===== src/core/duart_aux_pkg.sv =====
/*
  Constants for the dual UART pin and strap control block: register
  offsets, field positions, reset values and timing counts.
  Assumes a single 250 MHz clock and an AHB-Lite register bus.
*/
package duart_aux_pkg;

  // ************************************************
  // Structure
  // ************************************************
  localparam int CHANNELS   = 2;       // Two UART channels
  localparam int DATA_W     = 8;       // Character width
  localparam int FIFO_DEPTH = 32;      // Bytes per FIFO
  localparam int SYNC_W     = 8;       // Pins passing the synchroniser

  // ************************************************
  // Register map, byte addresses
  // ************************************************
  localparam logic [5:0] REG_DATA   = 6'h00;  // W pushes tx, R pops rx
  localparam logic [5:0] REG_MCTL   = 6'h04;  // Modem control
  localparam logic [5:0] REG_STAT   = 6'h08;  // Channel status
  localparam logic [5:0] REG_PINS   = 6'h20;  // Global pin status
  localparam int         CH_SEL_BIT = 4;      // Channel B at +0x10

  // ************************************************
  // Fields
  // ************************************************
  localparam int         MCTL_IRQ_EN_BIT   = 3;
  localparam int         MCTL_LOOP_BIT     = 4;
  localparam int         MCTL_PRESCALE_BIT = 7;
  localparam logic [7:0] MCTL_RESET        = 8'h00;
  localparam logic [1:0] HTRANS_NONSEQ    = 2'h2;
  localparam logic [1:0] HTRANS_SEQ       = 2'h3;

  // Synchroniser bit positions
  localparam int SY_STYLE = 0;
  localparam int SY_RST   = 1;
  localparam int SY_STRAP = 2;
  localparam int SY_ISO   = 3;
  localparam int SY_CD    = 4;
  localparam int SY_RI    = 5;
  localparam int SY_RX0   = 6;

  // ************************************************
  // Timing
  // ************************************************
  localparam int CLK_PERIOD_PS = 4000;   // 250 MHz
  localparam int RST_MIN_PS    = 40000;  // 40 ns least reset pulse
  localparam int RST_MIN_CYC   = (RST_MIN_PS + CLK_PERIOD_PS - 1) / CLK_PERIOD_PS;
  localparam int RST_CNT_W     = 5;

endpackage


===== src/core/byte_fifo.sv =====
/*
  Synchronous FIFO with valid/ready on both sides.
  Assumes push and pop come from logic on the same clock.
*/
module byte_fifo #(
  parameter int WIDTH = 8,
  parameter int DEPTH = 32
) (
  input  wire logic             clk,
  input  wire logic             reset_n,
  input  wire logic             flush,     // Synchronous clear
  input  wire logic             in_valid,
  output      logic             in_ready,
  input  wire logic [WIDTH-1:0] in_data,
  output      logic             out_valid,
  input  wire logic             out_ready,
  output      logic [WIDTH-1:0] out_data,
  output      logic [$clog2(DEPTH):0] level
);
  localparam int AW = $clog2(DEPTH);

  logic [WIDTH-1:0] mem [DEPTH];          // Storage
  logic [AW-1:0]    wr_q;                 // Write pointer
  logic [AW-1:0]    rd_q;                 // Read pointer
  logic [AW:0]      cnt_q;                // Fill level
  wire              push = in_valid & in_ready;
  wire              pop  = out_valid & out_ready;

  assign in_ready  = (cnt_q != DEPTH[AW:0]);
  assign out_valid = (cnt_q != '0);
  assign out_data  = mem[rd_q];
  assign level     = cnt_q;

  // Memory has no reset, only pointers and count do
  always_ff @(posedge clk)
  begin
    if (push)
      mem[wr_q] <= in_data;
  end

  // Pointers and count
  always_ff @(posedge clk or negedge reset_n)
  begin
    if (!reset_n)
    begin
      wr_q  <= '0;
      rd_q  <= '0;
      cnt_q <= '0;
    end
    else if (flush)
    begin
      wr_q  <= '0;
      rd_q  <= '0;
      cnt_q <= '0;
    end
    else
    begin
      if (push)
        wr_q <= (wr_q == AW'(DEPTH - 1)) ? '0 : wr_q + 1'b1;
      if (pop)
        rd_q <= (rd_q == AW'(DEPTH - 1)) ? '0 : rd_q + 1'b1;
      cnt_q <= cnt_q + (AW+1)'(push) - (AW+1)'(pop);
    end
  end
endmodule


===== src/core/duart_aux_ctrl.sv =====
/*
  Pin, strap and per-channel control of a dual UART: bus style, reset
  qualification, prescaler strap with software override, bus isolation,
  channel B interrupt and aux pins, and per-channel 32-byte FIFOs.
  Assumes one 250 MHz clock; all pins are asynchronous to it and the
  register bus is AHB-Lite with this block as its only slave.
*/
module duart_aux_ctrl (
  input  wire logic        clk,
  input  wire logic        reset_n,
  // AHB-Lite slave
  input  wire logic        hsel,
  input  wire logic [31:0] haddr,
  input  wire logic [1:0]  htrans,
  input  wire logic        hwrite,
  input  wire logic [2:0]  hsize,
  input  wire logic [31:0] hwdata,
  input  wire logic        hready,
  output      logic        hreadyout,
  output      logic        hresp,
  output      logic [31:0] hrdata,
  // Pins
  input  wire logic        bus_style_sel_in,     // High: separate strobes
  input  wire logic        reset_pin_in,         // Polarity per bus style
  input  wire logic        prescaler_strap,
  input  wire logic        bus_isolate_in,
  input  wire logic        carrier_detect_in_b_n,
  input  wire logic        ring_indicator_in_b_n,
  input  wire logic [1:0]  rx_in,
  output      logic [1:0]  tx_out,
  output      logic        irq_out_chan_b,
  output      logic        irq_out_chan_b_oe,
  output      logic        aux_output_chan_b_n,
  output      logic        strobe_mode_out,      // Host style in use
  output      logic [1:0]  prescale_div4,        // Per channel divide by 4
  output      logic        chip_reset_out        // Qualified reset active
);
  localparam int CH = duart_aux_pkg::CHANNELS;
  localparam int LW = $clog2(duart_aux_pkg::FIFO_DEPTH) + 1;

  // ************************************************
  // Pin synchroniser
  // ************************************************
  logic [duart_aux_pkg::SYNC_W-1:0] meta_q;   // First stage, read by sync_q only
  logic [duart_aux_pkg::SYNC_W-1:0] sync_q;   // Safe copies
  wire  [duart_aux_pkg::SYNC_W-1:0] pins_raw = {rx_in, ring_indicator_in_b_n,
    carrier_detect_in_b_n, bus_isolate_in, prescaler_strap, reset_pin_in,
    bus_style_sel_in};

  // Two flops before anything looks at a pin
  always_ff @(posedge clk or negedge reset_n)
  begin
    if (!reset_n)
    begin
      meta_q <= '0;
      sync_q <= '0;
    end
    else
    begin
      meta_q <= pins_raw;
      sync_q <= meta_q;
    end
  end

  wire style_sep = sync_q[duart_aux_pkg::SY_STYLE];
  wire isolate   = sync_q[duart_aux_pkg::SY_ISO];
  assign strobe_mode_out = style_sep;

  // ************************************************
  // Reset pin qualification
  // ************************************************
  // Polarity follows bus style: high for strobes, low for direction style
  wire rst_pin_act = style_sep ? sync_q[duart_aux_pkg::SY_RST]
                               : ~sync_q[duart_aux_pkg::SY_RST];
  logic [duart_aux_pkg::RST_CNT_W-1:0] rst_cnt_q;  // Active-width counter
  logic                                chip_rst_q; // Qualified reset
  wire rst_long = (rst_cnt_q >= duart_aux_pkg::RST_CNT_W'(duart_aux_pkg::RST_MIN_CYC - 1));

  // Glitches shorter than the least pulse are ignored
  always_ff @(posedge clk or negedge reset_n)
  begin
    if (!reset_n)
    begin
      rst_cnt_q  <= '0;
      chip_rst_q <= 1'b1;
    end
    else if (!rst_pin_act)
    begin
      rst_cnt_q  <= '0;
      chip_rst_q <= 1'b0;
    end
    else
    begin
      if (!rst_long)
        rst_cnt_q <= rst_cnt_q + 1'b1;
      // Once taken, reset holds while the pin stays active; this also keeps
      // the block in reset until the synchroniser shows real pin levels
      chip_rst_q <= chip_rst_q | rst_long;
    end
  end
  assign chip_reset_out = chip_rst_q;

  // ************************************************
  // Prescaler strap
  // ************************************************
  logic strap_q;   // Strap caught during reset; high means divide by 1
  always_ff @(posedge clk or negedge reset_n)
  begin
    if (!reset_n)
      strap_q <= 1'b0;
    else if (chip_rst_q)
      strap_q <= sync_q[duart_aux_pkg::SY_STRAP];
  end

  // ************************************************
  // AHB-Lite address phase capture
  // ************************************************
  wire  take = hsel & hready & htrans[1];
  logic       dp_wr_q;     // Write data phase pending
  logic [5:0] dp_addr_q;   // Captured byte address
  logic       dp_iso_q;    // Isolated at address phase
  wire  [5:0] a_off = {haddr[5], 1'b0, haddr[3:0]};
  wire        a_ch  = haddr[duart_aux_pkg::CH_SEL_BIT];
  wire  [5:0] w_off = {dp_addr_q[5], 1'b0, dp_addr_q[3:0]};
  wire        w_ch  = dp_addr_q[duart_aux_pkg::CH_SEL_BIT];

  // Zero wait states, always OKAY
  assign hreadyout = 1'b1;
  assign hresp     = 1'b0;

  always_ff @(posedge clk or negedge reset_n)
  begin
    if (!reset_n)
    begin
      dp_wr_q   <= 1'b0;
      dp_addr_q <= '0;
      dp_iso_q  <= 1'b0;
    end
    else
    begin
      dp_wr_q   <= take & hwrite;
      dp_addr_q <= haddr[5:0];
      dp_iso_q  <= isolate;
    end
  end

  // While isolated, nothing on the bus has any effect
  wire wr_ok = dp_wr_q & ~dp_iso_q & ~chip_rst_q;
  wire rd_ok = take & ~hwrite & ~isolate & ~chip_rst_q;

  // ************************************************
  // Per-channel registers and FIFOs
  // ************************************************
  logic [7:0]          mctl_q  [CH];   // Modem control per channel
  logic [CH-1:0]       ovr_q;          // Software override taken
  logic [CH-1:0]       rx_pop;
  logic [CH-1:0]       tx_push;
  logic [CH-1:0]       tx_valid;
  logic [CH-1:0]       rx_ready;
  logic [CH-1:0]       rx_valid;
  logic [CH-1:0]       tx_ready;
  logic [CH-1:0]       rx_line_q;      // Receive line seen outside reset
  logic [7:0]          tx_head [CH];
  logic [7:0]          rx_head [CH];
  logic [LW-1:0]       tx_lvl  [CH];
  logic [LW-1:0]       rx_lvl  [CH];
  logic [31:0]         stat    [CH];

  genvar c;
  generate
    for (c = 0; c < CH; c++)
    begin : g_ch
      wire sel_w = wr_ok & (w_ch == c[0]);
      wire mctl_w = sel_w & (w_off == duart_aux_pkg::REG_MCTL);
      wire loop   = mctl_q[c][duart_aux_pkg::MCTL_LOOP_BIT];
      wire move  = loop & tx_valid[c] & rx_ready[c];

      assign tx_push[c] = sel_w & (w_off == duart_aux_pkg::REG_DATA);
      assign rx_pop[c]  = rd_ok & (a_ch == c[0]) & (a_off == duart_aux_pkg::REG_DATA);

      // Own register set, reset by the qualified reset too
      always_ff @(posedge clk or negedge reset_n)
      begin
        if (!reset_n)
        begin
          mctl_q[c]    <= duart_aux_pkg::MCTL_RESET;
          ovr_q[c]     <= 1'b0;
          rx_line_q[c] <= 1'b1;
        end
        else if (chip_rst_q)
        begin
          mctl_q[c]    <= duart_aux_pkg::MCTL_RESET;
          ovr_q[c]     <= 1'b0;
          rx_line_q[c] <= 1'b1;
        end
        else
        begin
          if (mctl_w)
          begin
            mctl_q[c] <= hwdata[7:0];
            ovr_q[c] <= 1'b1;
          end
          rx_line_q[c] <= sync_q[duart_aux_pkg::SY_RX0 + c];
        end
      end

      // Override bit: set means divide by 4; strap high means divide by 1
      assign prescale_div4[c] = ovr_q[c] ? mctl_q[c][duart_aux_pkg::MCTL_PRESCALE_BIT]
                                         : ~strap_q;

      // Transmit FIFO; loopback drains it into receive
      byte_fifo #(.WIDTH(duart_aux_pkg::DATA_W), .DEPTH(duart_aux_pkg::FIFO_DEPTH)) u_tx
      (
        .clk       (clk),
        .reset_n   (reset_n),
        .flush     (chip_rst_q),
        .in_valid  (tx_push[c]),
        .in_ready  (tx_ready[c]),
        .in_data   (hwdata[7:0]),
        .out_valid (tx_valid[c]),
        .out_ready (move),
        .out_data  (tx_head[c]),
        .level     (tx_lvl[c])
      );

      // Receive FIFO
      byte_fifo #(.WIDTH(duart_aux_pkg::DATA_W), .DEPTH(duart_aux_pkg::FIFO_DEPTH)) u_rx
      (
        .clk       (clk),
        .reset_n   (reset_n),
        .flush     (chip_rst_q),
        .in_valid  (move),
        .in_ready  (rx_ready[c]),
        .in_data   (tx_head[c]),
        .out_valid (rx_valid[c]),
        .out_ready (rx_pop[c]),
        .out_data  (rx_head[c]),
        .level     (rx_lvl[c])
      );

      // Status word: 19 zero bits above the 13 defined ones
      assign stat[c] = {19'h00000, rx_lvl[c], rx_line_q[c],
                        rx_valid[c], ~tx_ready[c], tx_valid[c], 1'b0,
                        prescale_div4[c], ovr_q[c]};

      // Transmit line idles high; held high in reset as no serialiser sits here
      assign tx_out[c] = 1'b1;
    end
  endgenerate

  // ************************************************
  // Read data
  // ************************************************
  // Carrier and ring only appear here, never steer channel logic
  wire [31:0] pins_word = {24'h000000, 2'b00, strap_q, isolate,
                           sync_q[duart_aux_pkg::SY_RI],
                           sync_q[duart_aux_pkg::SY_CD], chip_rst_q, style_sep};
  wire        r_ch = a_ch;
  wire [31:0] rd_mux =
      (a_off == duart_aux_pkg::REG_DATA) ? {24'h000000, rx_head[r_ch]} :
      (a_off == duart_aux_pkg::REG_MCTL) ? {24'h000000, mctl_q[r_ch]}  :
      (a_off == duart_aux_pkg::REG_STAT) ? stat[r_ch]                  :
      (haddr[5:0] == duart_aux_pkg::REG_PINS) ? pins_word : 32'h00000000;

  // Read data captured at the address phase, stands in the data phase
  always_ff @(posedge clk or negedge reset_n)
  begin
    if (!reset_n)
      hrdata <= 32'h00000000;
    else if (take & ~hwrite)
      hrdata <= (isolate | chip_rst_q) ? 32'h00000000 : rd_mux;
  end

  // ************************************************
  // Channel B interrupt and aux pins
  // ************************************************
  wire irq_en_b = mctl_q[1][duart_aux_pkg::MCTL_IRQ_EN_BIT];
  assign irq_out_chan_b      = rx_valid[1];
  assign irq_out_chan_b_oe   = irq_en_b;
  assign aux_output_chan_b_n = ~irq_en_b;

  // ************************************************
  // Checks
  // ************************************************
  logic [duart_aux_pkg::RST_CNT_W-1:0] act_run_q;  // Cycles pin stayed active
  always_ff @(posedge clk or negedge reset_n)
  begin
    if (!reset_n)
      act_run_q <= '0;
    else if (!rst_pin_act)
      act_run_q <= '0;
    else if (act_run_q != '1)
      act_run_q <= act_run_q + 1'b1;
  end

  AST_IRQ_PINS: assert property (@(posedge clk) disable iff (!reset_n)
    (irq_out_chan_b_oe == mctl_q[1][duart_aux_pkg::MCTL_IRQ_EN_BIT]) &&
    (aux_output_chan_b_n == !irq_out_chan_b_oe))
    else $error("irq enable and aux pin disagree");
  // Pin level two edges back; the first two edges after reset are skipped
  AST_STYLE: assert property (@(posedge clk) disable iff (!reset_n)
    $past(reset_n, 2) |-> (strobe_mode_out == $past(bus_style_sel_in, 2)))
    else $error("bus style not following pin");
  AST_RST_POL: assert property (@(posedge clk) disable iff (!reset_n)
    (sync_q[duart_aux_pkg::SY_RST] != sync_q[duart_aux_pkg::SY_STYLE]) |=> (rst_cnt_q == '0))
    else $error("reset counted at inactive level");
  AST_RST_MIN: assert property (@(posedge clk) disable iff (!reset_n)
    $rose(chip_rst_q) |-> act_run_q >= duart_aux_pkg::RST_CNT_W'(duart_aux_pkg::RST_MIN_CYC))
    else $error("reset taken before least width");
  AST_TX_HIGH: assert property (@(posedge clk) disable iff (!reset_n)
    chip_rst_q |-> (tx_out == 2'b11))
    else $error("transmit not high in reset");
  AST_STRAP_HOLD: assert property (@(posedge clk) disable iff (!reset_n)
    (!chip_rst_q && !$past(chip_rst_q)) |-> $stable(strap_q))
    else $error("strap changed outside reset");
  AST_PRESCALE: assert property (@(posedge clk) disable iff (!reset_n)
    !ovr_q[0] |-> (prescale_div4[0] == !strap_q))
    else $error("strap prescale wrong");
  // Written bit, not the register, is the reference
  AST_OVERRIDE: assert property (@(posedge clk) disable iff (!reset_n)
    g_ch[0].mctl_w |=>
      (prescale_div4[0] == $past(hwdata[duart_aux_pkg::MCTL_PRESCALE_BIT])))
    else $error("override not applied");
  AST_ISOLATE: assert property (@(posedge clk) disable iff (!reset_n)
    (dp_iso_q && !chip_rst_q) |-> (tx_push == 2'b00) ##1 $stable(mctl_q[1]))
    else $error("bus acted while isolated");
  AST_FIFO_CAP: assert property (@(posedge clk) disable iff (!reset_n)
    tx_lvl[1] <= LW'(duart_aux_pkg::FIFO_DEPTH))
    else $error("fifo over depth");

  COV_RESET: cover property (@(posedge clk) disable iff (!reset_n) $fell(chip_rst_q));
  COV_LOOP:  cover property (@(posedge clk) disable iff (!reset_n) rx_valid[0] ##1 rx_pop[0]);
  COV_FULL:  cover property (@(posedge clk) disable iff (!reset_n) !tx_ready[1]);
endmodule


===== config.mk =====
export PLATFORM = sky130hd
export DESIGN_NAME = duart_aux_ctrl
export DESIGN_NICKNAME = d
export VERILOG_FILES = /design/src/core/duart_aux_pkg.sv /design/src/core/byte_fifo.sv /design/src/core/duart_aux_ctrl.sv
export SDC_FILE = /design/constraint.sdc
export NUM_CORES = 1
export LEC_CHECK = 0
export ABC_AREA = 1
export BUFFER_PORTS_ARGS = -buffer_cell sky130_fd_sc_hd__buf_2
export CORE_MARGIN = 2
export CORE_UTILIZATION = 57
export DETAILED_ROUTE_END_ITERATION = 7
export PLACE_DENSITY_LB_ADDON = 0.05
export SLEW_MARGIN = 15
export SYNTH_ARGS = -nofsm -noshare
export SYNTH_HDL_FRONTEND = slang
export SYNTH_HIERARCHICAL = 1
export SYNTH_SLANG_ARGS = --single-unit

===== constraint.sdc =====
create_clock -name clk -period 2.6 [get_ports clk]
set_input_delay 0.39 -clock clk [delete_from_list [all_inputs] [get_ports clk]]
set_output_delay 0.39 -clock clk [all_outputs]
set_load 0.01 [all_outputs]

* After elaboration in Yosys (flattened, before gate mapping)
Memories as Yosys holds them, arrays and structs flattened.
Index checks and enable logic that the tools add are counted.
** Operators by class
- Add/sub/neg operators :: 17
- $lt $le $gt $ge :: 2
- Equal/unequal tests :: 17
- Mux-type cells :: 66
- Bitwise gates (word level) :: 44
- Reductions and logical operators :: 16
** Operator list (number)
- 2-to-1 mux 32 bit :: 6
- 2-to-1 mux 5 bit :: 26
- 2-to-1 mux 8 bit :: 10
- adder 5 x 1 -> 5 bit, second input constant :: 9
- equality test 5 bit, second input constant :: 8
- AND 1 bit :: 30
- 2-to-1 mux 6 bit :: 5
- adder 6 x 1 -> 6 bit :: 4
- != test 6 bit, second input constant :: 4
- nonzero test 6 bit :: 4
- subtractor 6 x 1 -> 6 bit :: 4
- nonzero test 2 bit :: 10
- 2-to-1 mux 1 bit :: 18
- 2-to-1 mux 13 bit :: 1
- zero test 6 bit :: 2
- NOT 1 bit :: 11
- equality test 5 x 3 -> 1 bit, second input constant :: 2
- equality test 6 bit, second input constant :: 1
- equality test 5 x 4 -> 1 bit, second input constant :: 1
- >= comparator 5 x 4 -> 1 bit, second input constant :: 1
- >= comparator 2 bit, second input constant :: 1
- != test 2 bit, second input constant :: 1
- NOT 1 -> 2 bit :: 1
- bitwise OR 1 bit :: 2
** Storage, ports and cells
- Flip-flop bits (word level) :: 147
- RAM bits :: 1024
- Output and inout bits :: 43
- Logic and storage cells :: 193
- Memories kept :: 4
** Memory list
- g_ch[0].u_rx.mem :: words 32, bits a word 8, read ports 1, clocked after memory_dff 0, write ports 1, RTL line byte_fifo.sv:22 : logic [WIDTH-1:0] mem [DEPTH];
- g_ch[0].u_tx.mem :: words 32, bits a word 8, read ports 1, clocked after memory_dff 0, write ports 1, RTL line byte_fifo.sv:22
- g_ch[1].u_rx.mem :: words 32, bits a word 8, read ports 1, clocked after memory_dff 0, write ports 1, RTL line byte_fifo.sv:22
- g_ch[1].u_tx.mem :: words 32, bits a word 8, read ports 1, clocked after memory_dff 0, write ports 1, RTL line byte_fifo.sv:22

* Longest topological paths before layout
- Depth after elaboration :: 10
- Depth in mapped cells :: 18

* Cells and area by module
The synthesis kept the hierarchy.
** By module, submodules not included
- byte_fifo (g_ch[0].u_tx ...) :: times used 3, cells each 1029, area each 11576.1 um^2
- byte_fifo (g_ch[0].u_rx) :: times used 1, cells each 1252, area each 12366.9 um^2
- duart_aux_ctrl :: times used 1, cells each 418, area each 3321.9 um^2

* Worst setup path before layout
Ideal clock, no wire load.
- Kind :: reg-to-reg
- From :: register chip_rst_q (netlist: chip_reset_out)
- To :: register g_ch[1].u_rx.cnt_q[4]
- Library setup time :: 0.132 ns
- Data arrival time :: 2.692 ns
- Required time :: 2.468 ns
- Slack :: -0.224 ns
- Cell stages (with the launch flop) :: 18
- Path buffers :: 1
- Period minus slack after synthesis :: 2.824 ns
- Cells stage by stage :: dfstp_2 buf_6 nor2_2 nand2_2 nor2_4 inv_1 nor2_1 nand2_1 inv_1 ha_1 inv_1 ha_1 fa_1 nand2_1 nand2_1 a21oi_1 xor2_1 nor2_1
** Between the ends
- Word-level cells in the longest chain between the ends :: 7
** Ends and longest elaborated chain
- start, declared :: RTL line duart_aux_ctrl.sv:76 : logic chip_rst_q;
- start signal, assigned :: RTL line duart_aux_ctrl.sv:98 : chip_rst_q <= chip_rst_q | rst_long;
- NOT 1 bit :: RTL line duart_aux_ctrl.sv:149 : wire rd_ok = take & ~hwrite & ~isolate & ~chip_rst_q;
- AND 1 bit :: RTL line duart_aux_ctrl.sv:149
- AND 1 bit (2 in series) :: RTL line duart_aux_ctrl.sv:179 : assign rx_pop[c] = rd_ok & (a_ch == c[0]) & (a_off == duart_aux_pkg::REG_DATA);
- named net rx_pop[1] :: RTL line duart_aux_ctrl.sv:156 : logic [CH-1:0] rx_pop;
- AND 1 bit :: RTL line byte_fifo.sv:27 : wire pop = out_valid & out_ready;
- subtractor 6 x 1 -> 6 bit :: RTL line byte_fifo.sv:62 : cnt_q <= cnt_q + (AW+1)'(push) - (AW+1)'(pop);
- 2-to-1 mux 6 bit :: RTL line byte_fifo.sv:50 : else if (flush)
- end signal, assigned :: RTL line byte_fifo.sv:62
- end, declared :: RTL line byte_fifo.sv:25 : logic [AW:0] cnt_q;
The timed path passes the listed nets, and every way through them passes these cells.
A chain may end at the register's enable or synchronous reset.

* Worst setup path in the final report
- From :: register g_ch[1].u_rx.cnt_q[2]
- To :: register g_ch[1].u_tx.cnt_q[4]
** Between the ends
- Word-level cells in the longest chain between the ends :: 5
** Ends and longest elaborated chain
- != test 6 bit :: RTL line byte_fifo.sv:29 : assign in_ready = (cnt_q != DEPTH[AW:0]);
- named net rx_ready[1] :: RTL line duart_aux_ctrl.sv:159 : logic [CH-1:0] rx_ready;
- AND 1 bit :: RTL line duart_aux_ctrl.sv:176 : wire move = loop & tx_valid[c] & rx_ready[c];
- named net g_ch[1].move :: RTL line duart_aux_ctrl.sv:176
- AND 1 bit :: RTL line byte_fifo.sv:27
- subtractor 6 x 1 -> 6 bit :: RTL line byte_fifo.sv:62
- 2-to-1 mux 6 bit :: RTL line byte_fifo.sv:50
- end signal, assigned :: RTL line byte_fifo.sv:62
- end, declared :: RTL line byte_fifo.sv:25
The timed path passes the listed nets, and every way through them passes these cells.

==> metrics.yaml <==
detailed_routing:
  first_pass_iters: 8
  maxUsedRoutingLayer: "met5"
  wl_met3_mm: 8.06
  vias: 34000
  drt-initial-drc-count: 3352
  drc: 0
  wl_met1_mm: 53.4
  drt-vias-per-instance: 5.41
  drtAntennaViolNets: 0
  wl_per_cell_microns: 19.1
  drt_wl_total_mm: 120
  met2_length_mm: 56.3
placement:
  dp_slack_ns: -0.107
  io_buffers: 47
  place_congestion: 0.880
  dp_hpwl_mm: 74.5
  place_area_sq_mm: 0.0533
setup_path:
  worstPathMaxFanout: 2
  slowest_stage: "dfrtp_1"
  crit_type: "flip-flop to flip-flop"
  crit_required_ns: 3.15
  cp.arrival_ns: 3.09
  max_stage_delay_ns: 0.39
  cp_common_cell: "nand2_1"
  cp-end-kind: "flip-flop"
  cp_cell_sequence: "inv_2 -> ha_4 -> nand4_1 -> nand2_1 -> nor2_2 -> nand2_1 -> inv_2 -> ha_4 -> inv_2 -> ha_4 -> fa_2 -> nand2_1 -> nand2_1 -> a21oi_2 -> xor2_1 -> nor2_1"
  cp-start-kind: "flip-flop"
synth:
  synth_fa_ha_area_share_pct: 1.80
  synth_flop_cell: "edfxtp_1"
  synth_top_family_by_area: "simple AND/OR/NAND/NOR gates"
  ys_seq_elements: 1152
  seq_area_frac_synth_pct: 67.4
  ys_top_cells_by_area: "edfxtp_1, nand2_1, nand3_1"
  yosysTopAreaCell: "edfxtp_1"
  async_reset_ff_share_pct: 11.1
  synth_xor_area_share_pct: 0.261
  synth_area_sq_mm: 0.0504
  syn_avg_cell_area_sq_um: 10.6
  synth_mux_area_share_pct: 0.0199
  yosys.area.top_type_share_pct: 61.0
  yosys.area_share.simple_pct: 23.3
  syn_inst: 4757
  synth_edf_count: 1024
  synth.distinct_cells: 41
  yosysWarnings: 6
  synth_compound_area_share_pct: 1.28
clock_tree:
  cts_root_buf: "clkbuf_16"
  cts_tree: "built"
  cts_num_sinks: 1152
  clkTransAtPathRegs_ns: 0.06
  clock_path_buffers: 3
  htree_num_levels: 3
  clk_latency_ns: 0.69
  cts_buffers: 120
sta:
  period_share_pct: 97.7
  min_period_ns: 2.54
  fin_worst_skew_ns: 0.0247
  hold_viol_final: 0
  worst_pin_slew_ns: 0.841
  fin_setup_tns_ns: 0
  clock.fmax_mhz: 394
  setup_ws_ns: 0.0592
  slew_violations: 0
  max-slew-margin-rel_pct: 43.9
  rsz0062_at_grt: "yes"
  setup_viol_count_final: 0
  whs_ns: 0.114
status:
  status: "completed"
floorplan:
  ios: 125
  initial_core_util_pct: 57.3
  placement_rows: 109
  fp.dieW_microns: 301
  dieArea_sq_mm: 0.0908
  fp.dieH_microns: 301
  fp.coreArea_sq_mm: 0.0880
global_route:
  antenna_found_initial: 5
  grt-ovfl-total: 0
  grt_pass1_vias: 32500
  grt_usage_pct: 26.6
  grt_max_degree: 81
  grt_pass1_wl_mm: 185
pwr:
  vdd.ir_drop.worst_mv: 1.54
  p_leak_nw: 23.6
  p_per_area_mw_per_mm2: 1080
hold_path:
  hold_class: "input port to flip-flop"
layout:
  nets: 5166
  antennaDiodeCount: 0
  area_delta_synth_final_pct: 14.4
  fin_util_pct: 65.6
  design_area_sq_mm: 0.0577
  drive_above_1_share_pct: 12.6
run:
  cap_viol_max_count: 0
[logic make-up (layout without fill, tap and decap cells)]
logic type,Yosys count,after routing
and+or+nand+nor,2796,2796
adders and majority gates,70,70
DFF,1152,1152
buffers and inverters,604,944
AOI/OAI and AO/OA,117,117
muxes,1,1
xor gates and xnor gates,15,15
other,2,23
[flip-flops by register name, summed over array words and instances (netlist names)]
| register | cells |
|---|---|
| mctl_q | 13 |
| dp_iso_q | 1 |
| ovr_q | 2 |
| g_ch.u_tx/rd_q | 10 |
| sync_q | 8 |
| hrdata | 13 |
| strap_q | 1 |
| g_ch.loop | 2 |
| meta_q | 8 |
| chip_reset_out | 1 |
| g_ch.u_rx/rd_q | 10 |
| g_ch.u_rx/mem | 512 |
| irq_out_chan_b_oe | 1 |
| g_ch.u_rx/wr_q | 10 |
| g_ch.u_rx/level | 12 |
| g_ch.u_tx/mem | 512 |
| g_ch.u_tx/wr_q | 10 |
| dp_addr_q | 6 |
| dp_wr_q | 1 |
| rx_line_q | 2 |
| rst_cnt_q | 5 |
| g_ch.u_tx/level | 12 |
[per-stage QoR]
step,instances,total power [W]
after detailed placement,6025,0.0451
after global routing,6283,0.0657
after floorplan,4778,0.0371
after CTS,6271,0.0621
after global placement,6025,0.0448
final,6283,0.0623
[worst paths after layout]
path / from / end / slack [ns] / cells past startpoint
worst max register to register: g_ch[1].u_rx/level[2]$_DFF_PN0_ / g_ch[1].u_tx/level[4]$_DFF_PN0_ / 0.06 / 16
worst min register to register: meta_q[1]$_DFF_PN0_ / sync_q[1]$_DFF_PN0_ / 0.33 / 0
max in group asynchronous: reset_n / rx_line_q[0]$_DFF_PN1_ / 1.67 / 3
worst min-delay path: hwdata[7] / g_ch[1].u_tx/mem[28][7]$_DFFE_PP_ / 0.11 / 1
worst max-delay path: g_ch[1].u_rx/level[2]$_DFF_PN0_ / g_ch[1].u_tx/level[4]$_DFF_PN0_ / 0.06 / 16
min in group asynchronous: reset_n / g_ch[1].u_rx/wr_q[2]$_DFFE_PN0P_ / 0.24 / 2
[area by class of cell]
cell class	instances	area [sq um]
tap	1165	1460
timing repair buffer	378	3300
inverter	340	1280
clock inverter	69	676
multi-input combinational	3022	13700
fill	6929	30300
sequential	1152	34000
clock buffer	157	3250
[where the power goes]
group | switching [W] | total [W] | internal [W]
clock | 0.00700 | 0.0170 | 0.00998
combinational | 0.0134 | 0.0197 | 0.00628
sequential | 0.000807 | 0.0256 | 0.0248
[metal layers]
metal	global-route usage (%)	vias up
met4	6.43	4
met2	42.1	1049
met5	0	-
met1	39.1	16400
li1	-	16400
met3	4.20	171
[Yosys cell counts, drive strengths merged (12+ instances only)]
cell / n
clkbuf: 29
edfxtp: 1024
dfrtp: 125
o21ai: 63
o22ai: 12
nand2: 1702
or2: 27
xor2: 14
ha: 66
nand3: 820
nand4: 24
a21oi: 38
inv: 331
nor2: 221
buf: 235
[critical path, delay by kind of cell, from the launching register on]
kind	cells	cell delay (ns)
XOR/XNOR	1	0.15
AND/OR/NAND/NOR	7	0.61
adder cells (fa/ha/maj)	4	0.94
flip-flops	1	0.39
AO/OA/AOI/OAI	1	0.14
buffers and inverters	3	0.18
[repair_timing]
action | CTS | global route
gates resized for setup | 4 | 51
hold buffers | 16 | 0
endpoints found under the hold margin | 62 | 0
pin swaps | 4 | 29
endpoints found under the setup margin | 3 | 68
setup buffers | 4 | 13
[placed cells by master, fill, tap and decap left out, drive strengths merged]
cell         Yosys  routed
nor2           221     221
xnor2            1       1
buf            235     362
nand2         1702    1702
nand4           24      24
o21ai           63      63
clkbuf          29     157
a31oi            4       4
inv            331     334
bufinv           0      12
nor3             1       1
fa               4       4
nand3          820     820
clkinvlp         0      12
conb             2      23
dlygate4sd3      0      16
mux2i            1       1
clkinv           9      51
dfrtp          125     125
dfstp            3       3
xor2            14      14
a21oi           38      38
and3             1       1
or2             27      27
edfxtp        1024    1024
o22ai           12      12
ha              66      66
Power figures use the tool's default switching activity.
